[src/logic/slfs_defines.svh]
/*
  Named constants of the strap latch and frequency select block: register
  offsets, status bit positions, reset values, decoded rates, divider counts.
  Assumes inclusion by the design files and the bench by bare name.
*/
`ifndef SLFS_DEFINES_SVH
`define SLFS_DEFINES_SVH

// Register offsets, byte addresses of aligned 32-bit words
`define SLFS_REG_STATUS   8'h00
`define SLFS_REG_HOSTMHZ  8'h04
`define SLFS_REG_TESTDIV  8'h08
`define SLFS_REG_SRCKHZ   8'h0C
`define SLFS_REG_PCIKHZ   8'h10
`define SLFS_REG_USBKHZ   8'h14
`define SLFS_REG_DOTKHZ   8'h18
`define SLFS_REG_REFKHZ   8'h1C

// Status register bit positions
`define SLFS_ST_LATCHED   0
`define SLFS_ST_TEST      1
`define SLFS_ST_HOSTPAIR  2
`define SLFS_ST_LVDS100   3
`define SLFS_ST_PWRDN     4
`define SLFS_ST_HIZ       5
`define SLFS_ST_SEL_LO    8
`define SLFS_ST_SEL_HI    10
`define SLFS_ST_VALID     11

// Reset values and limits
`define SLFS_TESTDIV_RST  8'h02
`define SLFS_TESTDIV_MIN  8'h01
`define SLFS_RDATA_RST    32'h0000_0000

// Fixed output rates in kHz, identical for every select code
`define SLFS_SRC_KHZ      32'h0001_86A0
`define SLFS_PCI_KHZ      32'h0000_8235
`define SLFS_USB_KHZ      32'h0000_BB80
`define SLFS_DOT_KHZ      32'h0001_7700
`define SLFS_REF_KHZ      32'h0000_37EE

// Select codes {C,B,A} and the decoded host rate in MHz
`define SLFS_SEL_100      3'h5
`define SLFS_SEL_133      3'h1
`define SLFS_SEL_166      3'h3
`define SLFS_SEL_200      3'h2
`define SLFS_SEL_266      3'h0
`define SLFS_SEL_333      3'h4
`define SLFS_SEL_400      3'h6
`define SLFS_SEL_RSVD     3'h7
`define SLFS_MHZ_100      9'h064
`define SLFS_MHZ_133      9'h085
`define SLFS_MHZ_166      9'h0A6
`define SLFS_MHZ_200      9'h0C8
`define SLFS_MHZ_266      9'h10A
`define SLFS_MHZ_333      9'h14D
`define SLFS_MHZ_400      9'h190
`define SLFS_MHZ_NONE     9'h000

// Half-period counts of the pin clock stand-ins, in system clock cycles
`define SLFS_PCI_HALF     8'h04
`define SLFS_USB_HALF     8'h03
`define SLFS_DIV_CNT_RST  8'h00

`endif

[src/logic/slfs_pkg.sv]
/*
  Types of the strap latch and frequency select block.
  Assumes slfs_defines.svh beside it for every numeric constant.
*/
package slfs_pkg;

  // Capture phase, one-hot
  typedef enum logic [1:0] {
    SLFS_WAIT = 2'b01,
    SLFS_RUN  = 2'b10
  } slfs_phase_t;

  // Register port request
  typedef struct packed {
    logic [7:0]  addr;
    logic [31:0] wdata;
    logic        wr;
    logic        rd;
  } slfs_bus_req_t;

  // Captured straps
  typedef struct packed {
    logic [2:0] sel;      // {C,B,A}
    logic       test;
    logic       hostPair;
    logic       lvds100;
  } slfs_straps_t;

  // Whole state of the top module
  typedef struct packed {
    slfs_phase_t  phase;
    logic         latched;
    slfs_straps_t straps;
    logic         pwrDn;
    logic         hiZ;
    logic [7:0]   testDiv;
    logic [31:0]  rdata;
    logic         usbOut;
    logic         usbOeN;
    logic         pci0Out;
    logic         pci0OeN;
    logic         pci1Out;
    logic         pci1OeN;
  } slfs_main_state_t;

  // State of a pin clock divider
  typedef struct packed {
    logic [7:0] cnt;
    logic       lvl;
  } slfs_div_state_t;

  // State of the host rate decoder
  typedef struct packed {
    logic [8:0] mhz;
    logic       valid;
  } slfs_dec_state_t;

endpackage

[src/logic/slfs_clk_div.sv]
/*
  Divider that toggles a pin clock stand-in every halfCount cycles while run
  is high. Assumes halfCount is never zero; the top clamps it.
*/
`timescale 1ns/10ps
`include "slfs_defines.svh"

module slfs_clk_div
  import slfs_pkg::*;
(
  input  wire logic       clk,
  input  wire logic       sys_rst,
  input  wire logic       run,
  input  wire logic [7:0] halfCount,
  output logic            clkLvl
);

  slfs_div_state_t s_q;
  slfs_div_state_t s_d;

  // Count to the half period, then flip the level; stopped means parked low
  always_comb begin
    s_d = s_q;
    if (!run) begin
      s_d.cnt = `SLFS_DIV_CNT_RST;
      s_d.lvl = 1'b0;
    end else if (s_q.cnt >= halfCount - 8'h01) begin
      s_d.cnt = `SLFS_DIV_CNT_RST;
      s_d.lvl = !s_q.lvl;
    end else begin
      s_d.cnt = s_q.cnt + 8'h01;
    end
  end

  // State register
  always_ff @(posedge clk) begin
    if (sys_rst) begin
      s_q <= '0;
    end else begin
      s_q <= s_d;
    end
  end

  assign clkLvl = s_q.lvl;

endmodule

[src/logic/slfs_freq_decode.sv]
/*
  Registered decoder from the latched select code to the host clock rate.
  Assumes the code is stable once latched; output lags it by one cycle.
*/
`timescale 1ns/10ps
`include "slfs_defines.svh"

module slfs_freq_decode
  import slfs_pkg::*;
(
  input  wire logic       clk,
  input  wire logic       sys_rst,
  input  wire logic       enable,
  input  wire logic [2:0] selCode,
  output logic [8:0]      hostMhz,
  output logic            hostValid
);

  slfs_dec_state_t s_q;
  slfs_dec_state_t s_d;

  // Map every code; the reserved one gives no rate and no valid
  always_comb begin
    s_d = s_q;
    s_d.valid = enable;
    unique case (selCode)
      `SLFS_SEL_100:  s_d.mhz = `SLFS_MHZ_100;
      `SLFS_SEL_133:  s_d.mhz = `SLFS_MHZ_133;
      `SLFS_SEL_166:  s_d.mhz = `SLFS_MHZ_166;
      `SLFS_SEL_200:  s_d.mhz = `SLFS_MHZ_200;
      `SLFS_SEL_266:  s_d.mhz = `SLFS_MHZ_266;
      `SLFS_SEL_333:  s_d.mhz = `SLFS_MHZ_333;
      `SLFS_SEL_400:  s_d.mhz = `SLFS_MHZ_400;
      `SLFS_SEL_RSVD: begin
        s_d.mhz   = `SLFS_MHZ_NONE;
        s_d.valid = 1'b0;
      end
    endcase
    if (!enable) begin
      s_d.mhz = `SLFS_MHZ_NONE;
    end
  end

  // State register
  always_ff @(posedge clk) begin
    if (sys_rst) begin
      s_q <= '0;
    end else begin
      s_q <= s_d;
    end
  end

  assign hostMhz   = s_q.mhz;
  assign hostValid = s_q.valid;
endmodule

[src/logic/slfs_strap_latch.sv]
/*
  Strap latch and frequency select logic of a multi-output clock generator:
  strap capture on the power-good strobe, decode of host rate and pair roles,
  test mode output control, shared pin turnaround and a small register port.
  Assumes straps are static around capture and all inputs are synchronous
  to clk; sys_rst stands for the power cycle.
  Clock pins are rate stand-ins divided down from clk, not true frequencies;
  software finds the true rates in the read-only rate registers.
*/
`timescale 1ns/10ps
`include "slfs_defines.svh"

module slfs_strap_latch
  import slfs_pkg::*;
(
  input  wire logic          clk,
  input  wire logic          sys_rst,
  input  wire logic          powerGoodStrobe,
  input  wire logic          freqSelBitB,
  input  wire logic          freqSelBitC,
  input  wire logic          testEntryStrap,
  input  wire logic          freqSelBitA,
  output logic               usbClockOut,
  output logic               usbClockOeN,
  input  wire logic          debugClockStrap,
  output logic               freePciClockZero,
  output logic               freePciClockZeroOeN,
  input  wire logic          lvdsRateStrap,
  output logic               freePciClockOne,
  output logic               freePciClockOneOeN,
  input  wire slfs_bus_req_t busReq,
  output logic [31:0]        busRdata,
  output logic [8:0]         hostFreqMhz,
  output logic               hostFreqValid,
  output logic               pairAsHostClockTwo,
  output logic               lvdsRate100,
  output logic               powerDownRequest,
  output logic               testMode,
  output logic               outputsHiZ,
  output logic               strapsLatched
);

  slfs_main_state_t s_q;
  slfs_main_state_t s_d;

  // Divider levels and decoder results that feed the next state
  logic       pciLvl;
  logic       usbLvl;
  logic       refLvl;
  logic       testOn;
  logic       usbRun;
  logic [8:0] decMhz;
  logic       decValid;

  // Free PCI stand-in runs from reset and ignores power-down
  slfs_clk_div u_pci_div (
    .clk       (clk),
    .sys_rst   (sys_rst),
    .run       (1'b1),
    .halfCount (`SLFS_PCI_HALF),
    .clkLvl    (pciLvl)
  );

  // USB stand-in stops in power-down
  slfs_clk_div u_usb_div (
    .clk       (clk),
    .sys_rst   (sys_rst),
    .run       (usbRun),
    .halfCount (`SLFS_USB_HALF),
    .clkLvl    (usbLvl)
  );

  // Reference divided by N, only alive in test mode
  slfs_clk_div u_ref_div (
    .clk       (clk),
    .sys_rst   (sys_rst),
    .run       (testOn),
    .halfCount (s_q.testDiv),
    .clkLvl    (refLvl)
  );

  // Host rate from the held select code
  slfs_freq_decode u_decode (
    .clk       (clk),
    .sys_rst   (sys_rst),
    .enable    (s_q.latched),
    .selCode   (s_q.straps.sel),
    .hostMhz   (decMhz),
    .hostValid (decValid)
  );

  assign testOn = s_q.latched && s_q.straps.test;
  assign usbRun = s_q.latched && !s_q.pwrDn;

  // Next state: capture, power-down, pin drive, register port
  always_comb begin
    s_d = s_q;

    // Capture fires once; after that the straps are frozen
    unique case (s_q.phase)
      SLFS_WAIT: begin
        if (!powerGoodStrobe) begin
          s_d.phase           = SLFS_RUN;
          s_d.latched         = 1'b1;
          s_d.straps.sel      = {freqSelBitC, freqSelBitB, freqSelBitA};
          s_d.straps.test     = testEntryStrap;
          s_d.straps.hostPair = debugClockStrap;
          s_d.straps.lvds100  = lvdsRateStrap;
        end
      end
      SLFS_RUN: begin
        s_d.straps = s_q.straps;
      end
    endcase

    // Strobe pin reused as a live power-down once captured
    // The capture cycle never counts: latched is still low while it happens
    s_d.pwrDn = s_q.latched && powerGoodStrobe;

    // Test mode: select-B read live picks float or ref/N
    // B is never frozen, so the float choice may move while in test mode
    s_d.hiZ = testOn && freqSelBitB;

    // Shared pins stay released until capture so the straps can be read
    // Enables follow the next float value so pin and flag turn in one cycle
    s_d.usbOeN  = !s_q.latched || s_d.hiZ;
    s_d.pci0OeN = !s_q.latched || s_d.hiZ;
    s_d.pci1OeN = !s_q.latched || s_d.hiZ;
    if (testOn) begin
      s_d.usbOut  = refLvl;
      s_d.pci0Out = refLvl;
      s_d.pci1Out = refLvl;
    end else begin
      s_d.usbOut  = usbLvl;
      s_d.pci0Out = pciLvl;
      s_d.pci1Out = pciLvl;
    end

    // Write: only the test divider is writable; zero would give a 256-cycle half period
    // Writes to read-only addresses are dropped without any error indication
    if (busReq.wr && busReq.addr == `SLFS_REG_TESTDIV) begin
      if (busReq.wdata[7:0] == 8'h00) begin
        s_d.testDiv = `SLFS_TESTDIV_MIN;
      end else begin
        s_d.testDiv = busReq.wdata[7:0];
      end
    end

    // Read data stand for one cycle only; unmapped reads return zero
    s_d.rdata = `SLFS_RDATA_RST;
    if (busReq.rd) begin
      case (busReq.addr)
        `SLFS_REG_STATUS: begin
          s_d.rdata[`SLFS_ST_LATCHED]  = s_q.latched;
          s_d.rdata[`SLFS_ST_TEST]     = testOn;
          s_d.rdata[`SLFS_ST_HOSTPAIR] = s_q.straps.hostPair;
          s_d.rdata[`SLFS_ST_LVDS100]  = s_q.straps.lvds100;
          s_d.rdata[`SLFS_ST_PWRDN]    = s_q.pwrDn;
          s_d.rdata[`SLFS_ST_HIZ]      = s_q.hiZ;
          s_d.rdata[`SLFS_ST_SEL_HI:`SLFS_ST_SEL_LO] = s_q.straps.sel;
          s_d.rdata[`SLFS_ST_VALID]    = decValid;
        end
        `SLFS_REG_HOSTMHZ: s_d.rdata[8:0] = decMhz;
        `SLFS_REG_TESTDIV: s_d.rdata[7:0] = s_q.testDiv;
        `SLFS_REG_SRCKHZ:  s_d.rdata = `SLFS_SRC_KHZ;
        `SLFS_REG_PCIKHZ:  s_d.rdata = `SLFS_PCI_KHZ;
        `SLFS_REG_USBKHZ:  s_d.rdata = `SLFS_USB_KHZ;
        `SLFS_REG_DOTKHZ:  s_d.rdata = `SLFS_DOT_KHZ;
        `SLFS_REG_REFKHZ:  s_d.rdata = `SLFS_REF_KHZ;
        default:           s_d.rdata = `SLFS_RDATA_RST;
      endcase
    end
  end

  // State register; pins come up released and undriven
  always_ff @(posedge clk) begin
    if (sys_rst) begin
      s_q         <= '0;
      s_q.phase   <= SLFS_WAIT;
      s_q.testDiv <= `SLFS_TESTDIV_RST;
      s_q.usbOeN  <= 1'b1;
      s_q.pci0OeN <= 1'b1;
      s_q.pci1OeN <= 1'b1;
    end else begin
      s_q <= s_d;
    end
  end

  // Outputs straight from flops
  assign usbClockOut         = s_q.usbOut;
  assign usbClockOeN         = s_q.usbOeN;
  assign freePciClockZero    = s_q.pci0Out;
  assign freePciClockZeroOeN = s_q.pci0OeN;
  assign freePciClockOne     = s_q.pci1Out;
  assign freePciClockOneOeN  = s_q.pci1OeN;
  assign busRdata            = s_q.rdata;
  assign hostFreqMhz         = decMhz;
  assign hostFreqValid       = decValid;
  assign pairAsHostClockTwo  = s_q.straps.hostPair;
  assign lvdsRate100         = s_q.straps.lvds100;
  assign powerDownRequest    = s_q.pwrDn;
  assign testMode            = s_q.straps.test;
  assign outputsHiZ          = s_q.hiZ;
  assign strapsLatched       = s_q.latched;
endmodule
[config.mk]
export PLATFORM = sky130hd
export DESIGN_NAME = slfs_strap_latch
export DESIGN_NICKNAME = d
export VERILOG_FILES = /design/src/logic/slfs_pkg.sv /design/src/logic/slfs_clk_div.sv /design/src/logic/slfs_freq_decode.sv /design/src/logic/slfs_strap_latch.sv
export VERILOG_INCLUDE_DIRS = /design/src /design/src/logic
export SDC_FILE = /design/constraint.sdc
export NUM_CORES = 1
export LEC_CHECK = 0
export ABC_AREA = 1
export BUFFER_PORTS_ARGS = -buffer_cell sky130_fd_sc_hd__clkbuf_2
export CORE_AREA = 2 2 83 85
export CTS_BUF_LIST = sky130_fd_sc_hd__clkbuf_8
export DETAILED_ROUTE_END_ITERATION = 10
export DIE_AREA = 0 0 85 87
export PLACE_DENSITY = 0.83
export SLEW_MARGIN = 20
export SYNTH_ARGS = -nofsm -noshare
export SYNTH_HDL_FRONTEND = slang
export SYNTH_SLANG_ARGS = --single-unit
[constraint.sdc]
create_clock -name clk -period 2.2 [get_ports clk]
set_input_delay 0.66 -clock clk [delete_from_list [all_inputs] [get_ports clk]]
set_output_delay 0.66 -clock clk [all_outputs]
set_load 0.005 [all_outputs]
# After elaboration in Yosys (flattened, before gate mapping)
# Index checks and enable logic that the tools add are counted.
# classes
addsub	4
magnitude_cmp	3
eq_ne	17
muxes	11
n_bitwise	6
reduce_logical	27
# ops
op	count
one-hot mux 9 bit (8 select lines)	1
one-hot mux 6 bit (6 select lines)	1
== test 8 x 5 -> 1 bit, second input constant	4
one-hot mux 5 bit (5 select lines)	1
adder 8 x 1 -> 8 bit, second input constant	3
== test 8 x 4 -> 1 bit, second input constant	2
greater-or-equal comparator 8 x 2 -> 1 bit, second input constant	2
zero test 8 bit	2
OR reduction 2 bit	7
== test 3 bit, second input constant	4
2-to-1 mux 6 bit	2
one-hot mux 3 bit (4 select lines)	1
OR reduction 3 bit	4
== test 8 x 3 -> 1 bit, second input constant	1
greater-or-equal comparator 8 bit	1
2-to-1 mux 8 bit	1
one-hot mux 2 bit (4 select lines)	1
subtractor 8 x 1 -> 8 bit, second input constant	1
== test 3 x 2 -> 1 bit, second input constant	2
NOT 1 bit	6
logical AND 1 bit	5
zero test 1 bit	5
AND reduction 2 bit	2
== test 3 x 1 -> 1 bit, second input constant	1
other kinds (7)	8
# word_totals
reg_bits	91
output_inout_bits	54
elab_cells	89

# Logic depth before layout (Yosys ltp)
# logic_depth
ltp_word	4
ltp_mapped	13

# Hierarchy
# From an unflattened synthesis, not the netlist that was laid out.
# hier_totals
hier_cells	593
hier_area_um2	4320.4
# by_module_without_submodules
mod	n_inst	cells_per_inst	area_each_um2	seq_area_each_um2
slfs_clk_div	3	96	684.4	180.2
slfs_strap_latch	1	263	1921.8	740.7
slfs_freq_decode	1	42	345.3	200.2

# Least setup slack after synthesis
# OpenSTA, ideal clock, no wires.
# synth_path
kind	reg-to-reg
start	register s_q[38] (netlist name)
end	register u_ref_div.s_q[4] (netlist name)
setup_ns	0.073
arrival_time_ns	1.895
required_ns	2.127
slack_ns	0.232
path_stages_with_launch	13
n_path_buf	0
synth_period_minus_slack_ns	1.968
path_cell_list	dfxtp_1 > inv_1 > ha_1 > nand2_1 > nor3_1 > xor2_1 > inv_1 > ha_1 > nand2_1 > nor2_1 > nor2_1 > nand3_1 > a21oi_1
# synth_between
elab_chain_len	3
# synth_lines
item	line	text
from (decl)	slfs_strap_latch.sv:43	slfs_main_state_t s_q;
subtractor 8 x 1 -> 8 bit	slfs_clk_div.sv:27	end else if (s_q.cnt >= halfCount - 8'h01) begin
greater-or-equal comparator 8 bit	slfs_clk_div.sv:27	
OR reduction 3 bit (no source line)	--	
to (signal assigned)	slfs_clk_div.sv:38	s_q <= '0;
to (signal assigned)	slfs_clk_div.sv:40	s_q <= s_d;
to (decl)	slfs_clk_div.sv:18	slfs_div_state_t s_q;
# No other way between the ends.
# A chain may end at the register's enable or synchronous reset.

# Final worst setup path
# Ends and elaborated chain as after synthesis.

==> results_dict.tcl <==
set metrics [dict create \
    status "completed" \
    crit_chain "inv_2 -> ha_4 -> nand2_2 -> nor3_2 -> xor2_1 -> inv_1 -> ha_1 -> nand2_1 -> nor2_1 -> nor2_2 -> nand3_2 -> a21oi_1" \
    maxCapViolations 0 \
    cts_buffers 9 \
    clock_latency_ns 0.34 \
    ys_types 35 \
    drtAntennaViolNets 0 \
    seq_area_sq_um 1480 \
    p_total_mw 2.73 \
    crit_arrival_ns 2.32 \
    fin_ws_ns 0.158 \
    switchingPower_uw 647 \
    ys.flop_type "dfxtp_1" \
    reg2reg_from "s_q[38]" \
    first_global_vias 2596 \
    finish.utilization_pct 58.9 \
    ir_worst_vdd_uv 595 \
    cts_buffer_depth 2 \
    r2r_end "u_ref_div.s_q[4]" \
    holdBufCountCts 0 \
    via_count 2746 \
    grt_pass1_wl_mm 10.9 \
    p_seq_share_pct 51.7 \
    synth-edff-count 0 \
    crit_fanout 8 \
    viasPerCell 4.73 \
    path_clk_slew_ns 0.08 \
    maxSlewViolCount 0 \
    internal_power_mw 2.09 \
    synth_area_sq_um 3360 \
    static-leakage-power_nw 1.91 \
    root_buffer "clkbuf_8" \
    start_util_pct 51.2 \
    numPortBuffers 65 \
    slowest_stage "dfxtp_1" \
    routabilityCongestion 0.847 \
    antenna_found_initial 0 \
    multi_input_area_sq_um 1510 \
    grt_usage_pct 18.8 \
    drt_first_pass_iters 4 \
    syn_inst 431 \
    post-route-period-util_pct 92.8 \
    cp.buffers_inverters 2 \
    critPathMaxStageDelay_ns 0.32 \
    syn_area_per_cell_sq_um 7.80 \
    r2r_cells 12 \
    layout.filler_cells 576 \
    clkPwrFrac_pct 41.7 \
    wl_mm 6.62 \
    synth_seq_cells 74 \
    diodes 0 \
    min_period_ns 2.04 \
    setup_viol 0 \
    share_comb_of_total_power_pct 6.6 \
    coreArea_sq_um 6570 \
    h-tree-depth 3 \
    holdWs_ns 0.429 \
    area_growth_pct 15.0 \
    final_nets 561 \
    min_from "u_pci_div.s_q[1]" \
    critPathTopFamily "simple AND/OR/NAND/NOR gates" \
    cts.sink_count 74 \
    die_h_um 87 \
    dieArea_sq_um 7400 \
    fin_setup_tns_ns 0 \
    worstHoldPathCells 1 \
    yosys_warnings 0 \
    hpwl_mm 5.12 \
    sw_frac_of_total_pct 23.7 \
    drc 0 \
    holdPathEnd "u_pci_div.s_q[1]" \
    cts_tree "yes" \
    worstSetupEndpointType "flip-flop" \
    drt_iter0_drc 129 \
    grt-ovfl-total 0 \
    rows 30 \
    max_freq_ghz 0.490 \
    power_density_nw_per_um2 707 \
    grt_max_degree 17 \
    hold_path_class "flip-flop to flip-flop" \
    finalClockSkew_ns 0.00709 \
    synthArstFlopShare_pct 0 \
    avgRoutedWirePerCell_um 11.4 \
    drive_gt1_share_pct 22.0 \
    finalHoldViolations 0 \
    io-pin-count 105 \
    cp-start-kind "flip-flop" \
    yosysSeqAreaShare_pct 44.0 \
    fp.dieW_um 85 \
    pre_cts_ws_ns 0.00495 \
    cp.required_ns 2.48 \
    reg2reg_setup_slack_ns 0.16 \
    critPathKind "flip-flop to flip-flop" \
]
worst max path at each step:
stage	start	to	slack (ns)	cells after the start
after floorplan	s_q[38]	u_ref_div.s_q[4]	0.23	12
after global routing	s_q[40]	u_ref_div.clkLvl	-0.03	13
after global placement	s_q[39]	u_ref_div.s_q[4]	0.08	12
final	s_q[38]	u_ref_div.s_q[4]	0.16	12
after CTS	s_q[38]	u_ref_div.clkLvl	0.06	13
after detailed placement	s_q[38]	u_ref_div.s_q[4]	0.005	12
power groups by stage:
stage	clock network (mW)	logic (mW)	registers [mW]
after global placement	0	0.174	1.44
final	1.14	0.180	1.41
after floorplan	0	0.130	1.44
after global routing	1.22	0.206	1.42
after detailed placement	0	0.179	1.44
after CTS	1.17	0.181	1.41
Yosys cell counts, drive strengths merged, types with 3 or more instances:
| master | number | share of area (%) |
|---|---|---|
| inv | 51 | 5.8 |
| nand3 | 23 | 3.9 |
| xor2 | 9 | 2.3 |
| or2 | 3 | 0.56 |
| dfxtp | 74 | 44 |
| xnor2 | 6 | 1.6 |
| ha | 13 | 4.8 |
| o21ai | 24 | 3.6 |
| nor3 | 7 | 1.0 |
| nand2 | 64 | 7.4 |
| a21oi | 19 | 2.8 |
| nor2 | 87 | 11 |
| buf | 39 | 8.7 |
cell type report:
class	instances	share of cell area (%)
clock buffers	9	3.20
clock inverters	6	2.36
inverters	53	5.24
multi-input cells	290	39.1
flip-flops and latches	74	38.3
well taps	80	2.59
repair buffers	69	9.18
through the flow:
step	cells	instance area, sq um
6_report	581	3870
5_1_grt	581	3870
4_1_cts	581	3840
3_5_place_dp	566	3620
3_3_place_gp	566	3620
2_1_floorplan	456	3460
cells in the final DEF (no fill, tap or decap), types with 3 or more instances in the layout:
cell type,count
o21ai_0,21
inv_2,5
nand2_1,61
o21ai_1,3
clkbuf_8,9
a21oi_1,19
conb_1,26
xnor2_1,6
nand3_1,19
nand3_2,4
inv_1,45
nor2_1,80
xor2_1,9
dfxtp_1,74
nor3_1,5
buf_4,4
clkbuf_2,65
nor2_4,4
ha_1,12
cell families after synthesis:
family,synth area share [%]
compound gates,7.74
xor+xnor,3.91
fa+ha+maj,4.84
buf+inv,14.7
flops,44.0
other cells,0.112
simple gates,24.7
flip-flops by register name (all words and copies together), names as in the netlist:
name and cells:
u_ref_div.s_q 8, u_pci_div.s_q 8, testMode 1, powerDownRequest 1
lvdsRate100 1, pairAsHostClockTwo 1, s_q 13, freePciClockOne 1
busRdata 16, u_usb_div.s_q 8, outputsHiZ 1, u_decode.hostValid 1
usbClockOut 1, u_usb_div.clkLvl 1, freePciClockOneOeN 1, u_decode.hostMhz 9
u_pci_div.clkLvl 1, u_ref_div.clkLvl 1
routing by layer:
metal  global-route usage, %  share of wire, %
met3                    6.35               6.9
met2                    32.4                48
met5                       0                 0
met4                    8.66               2.8
met1                    21.0                42
timing repair:
action	CTS	global route
endpoints found under the setup margin	1	9
resized for setup	1	8
buffers inserted	0	0
pin swaps	0	3
(Power assumes the default switching activity.)
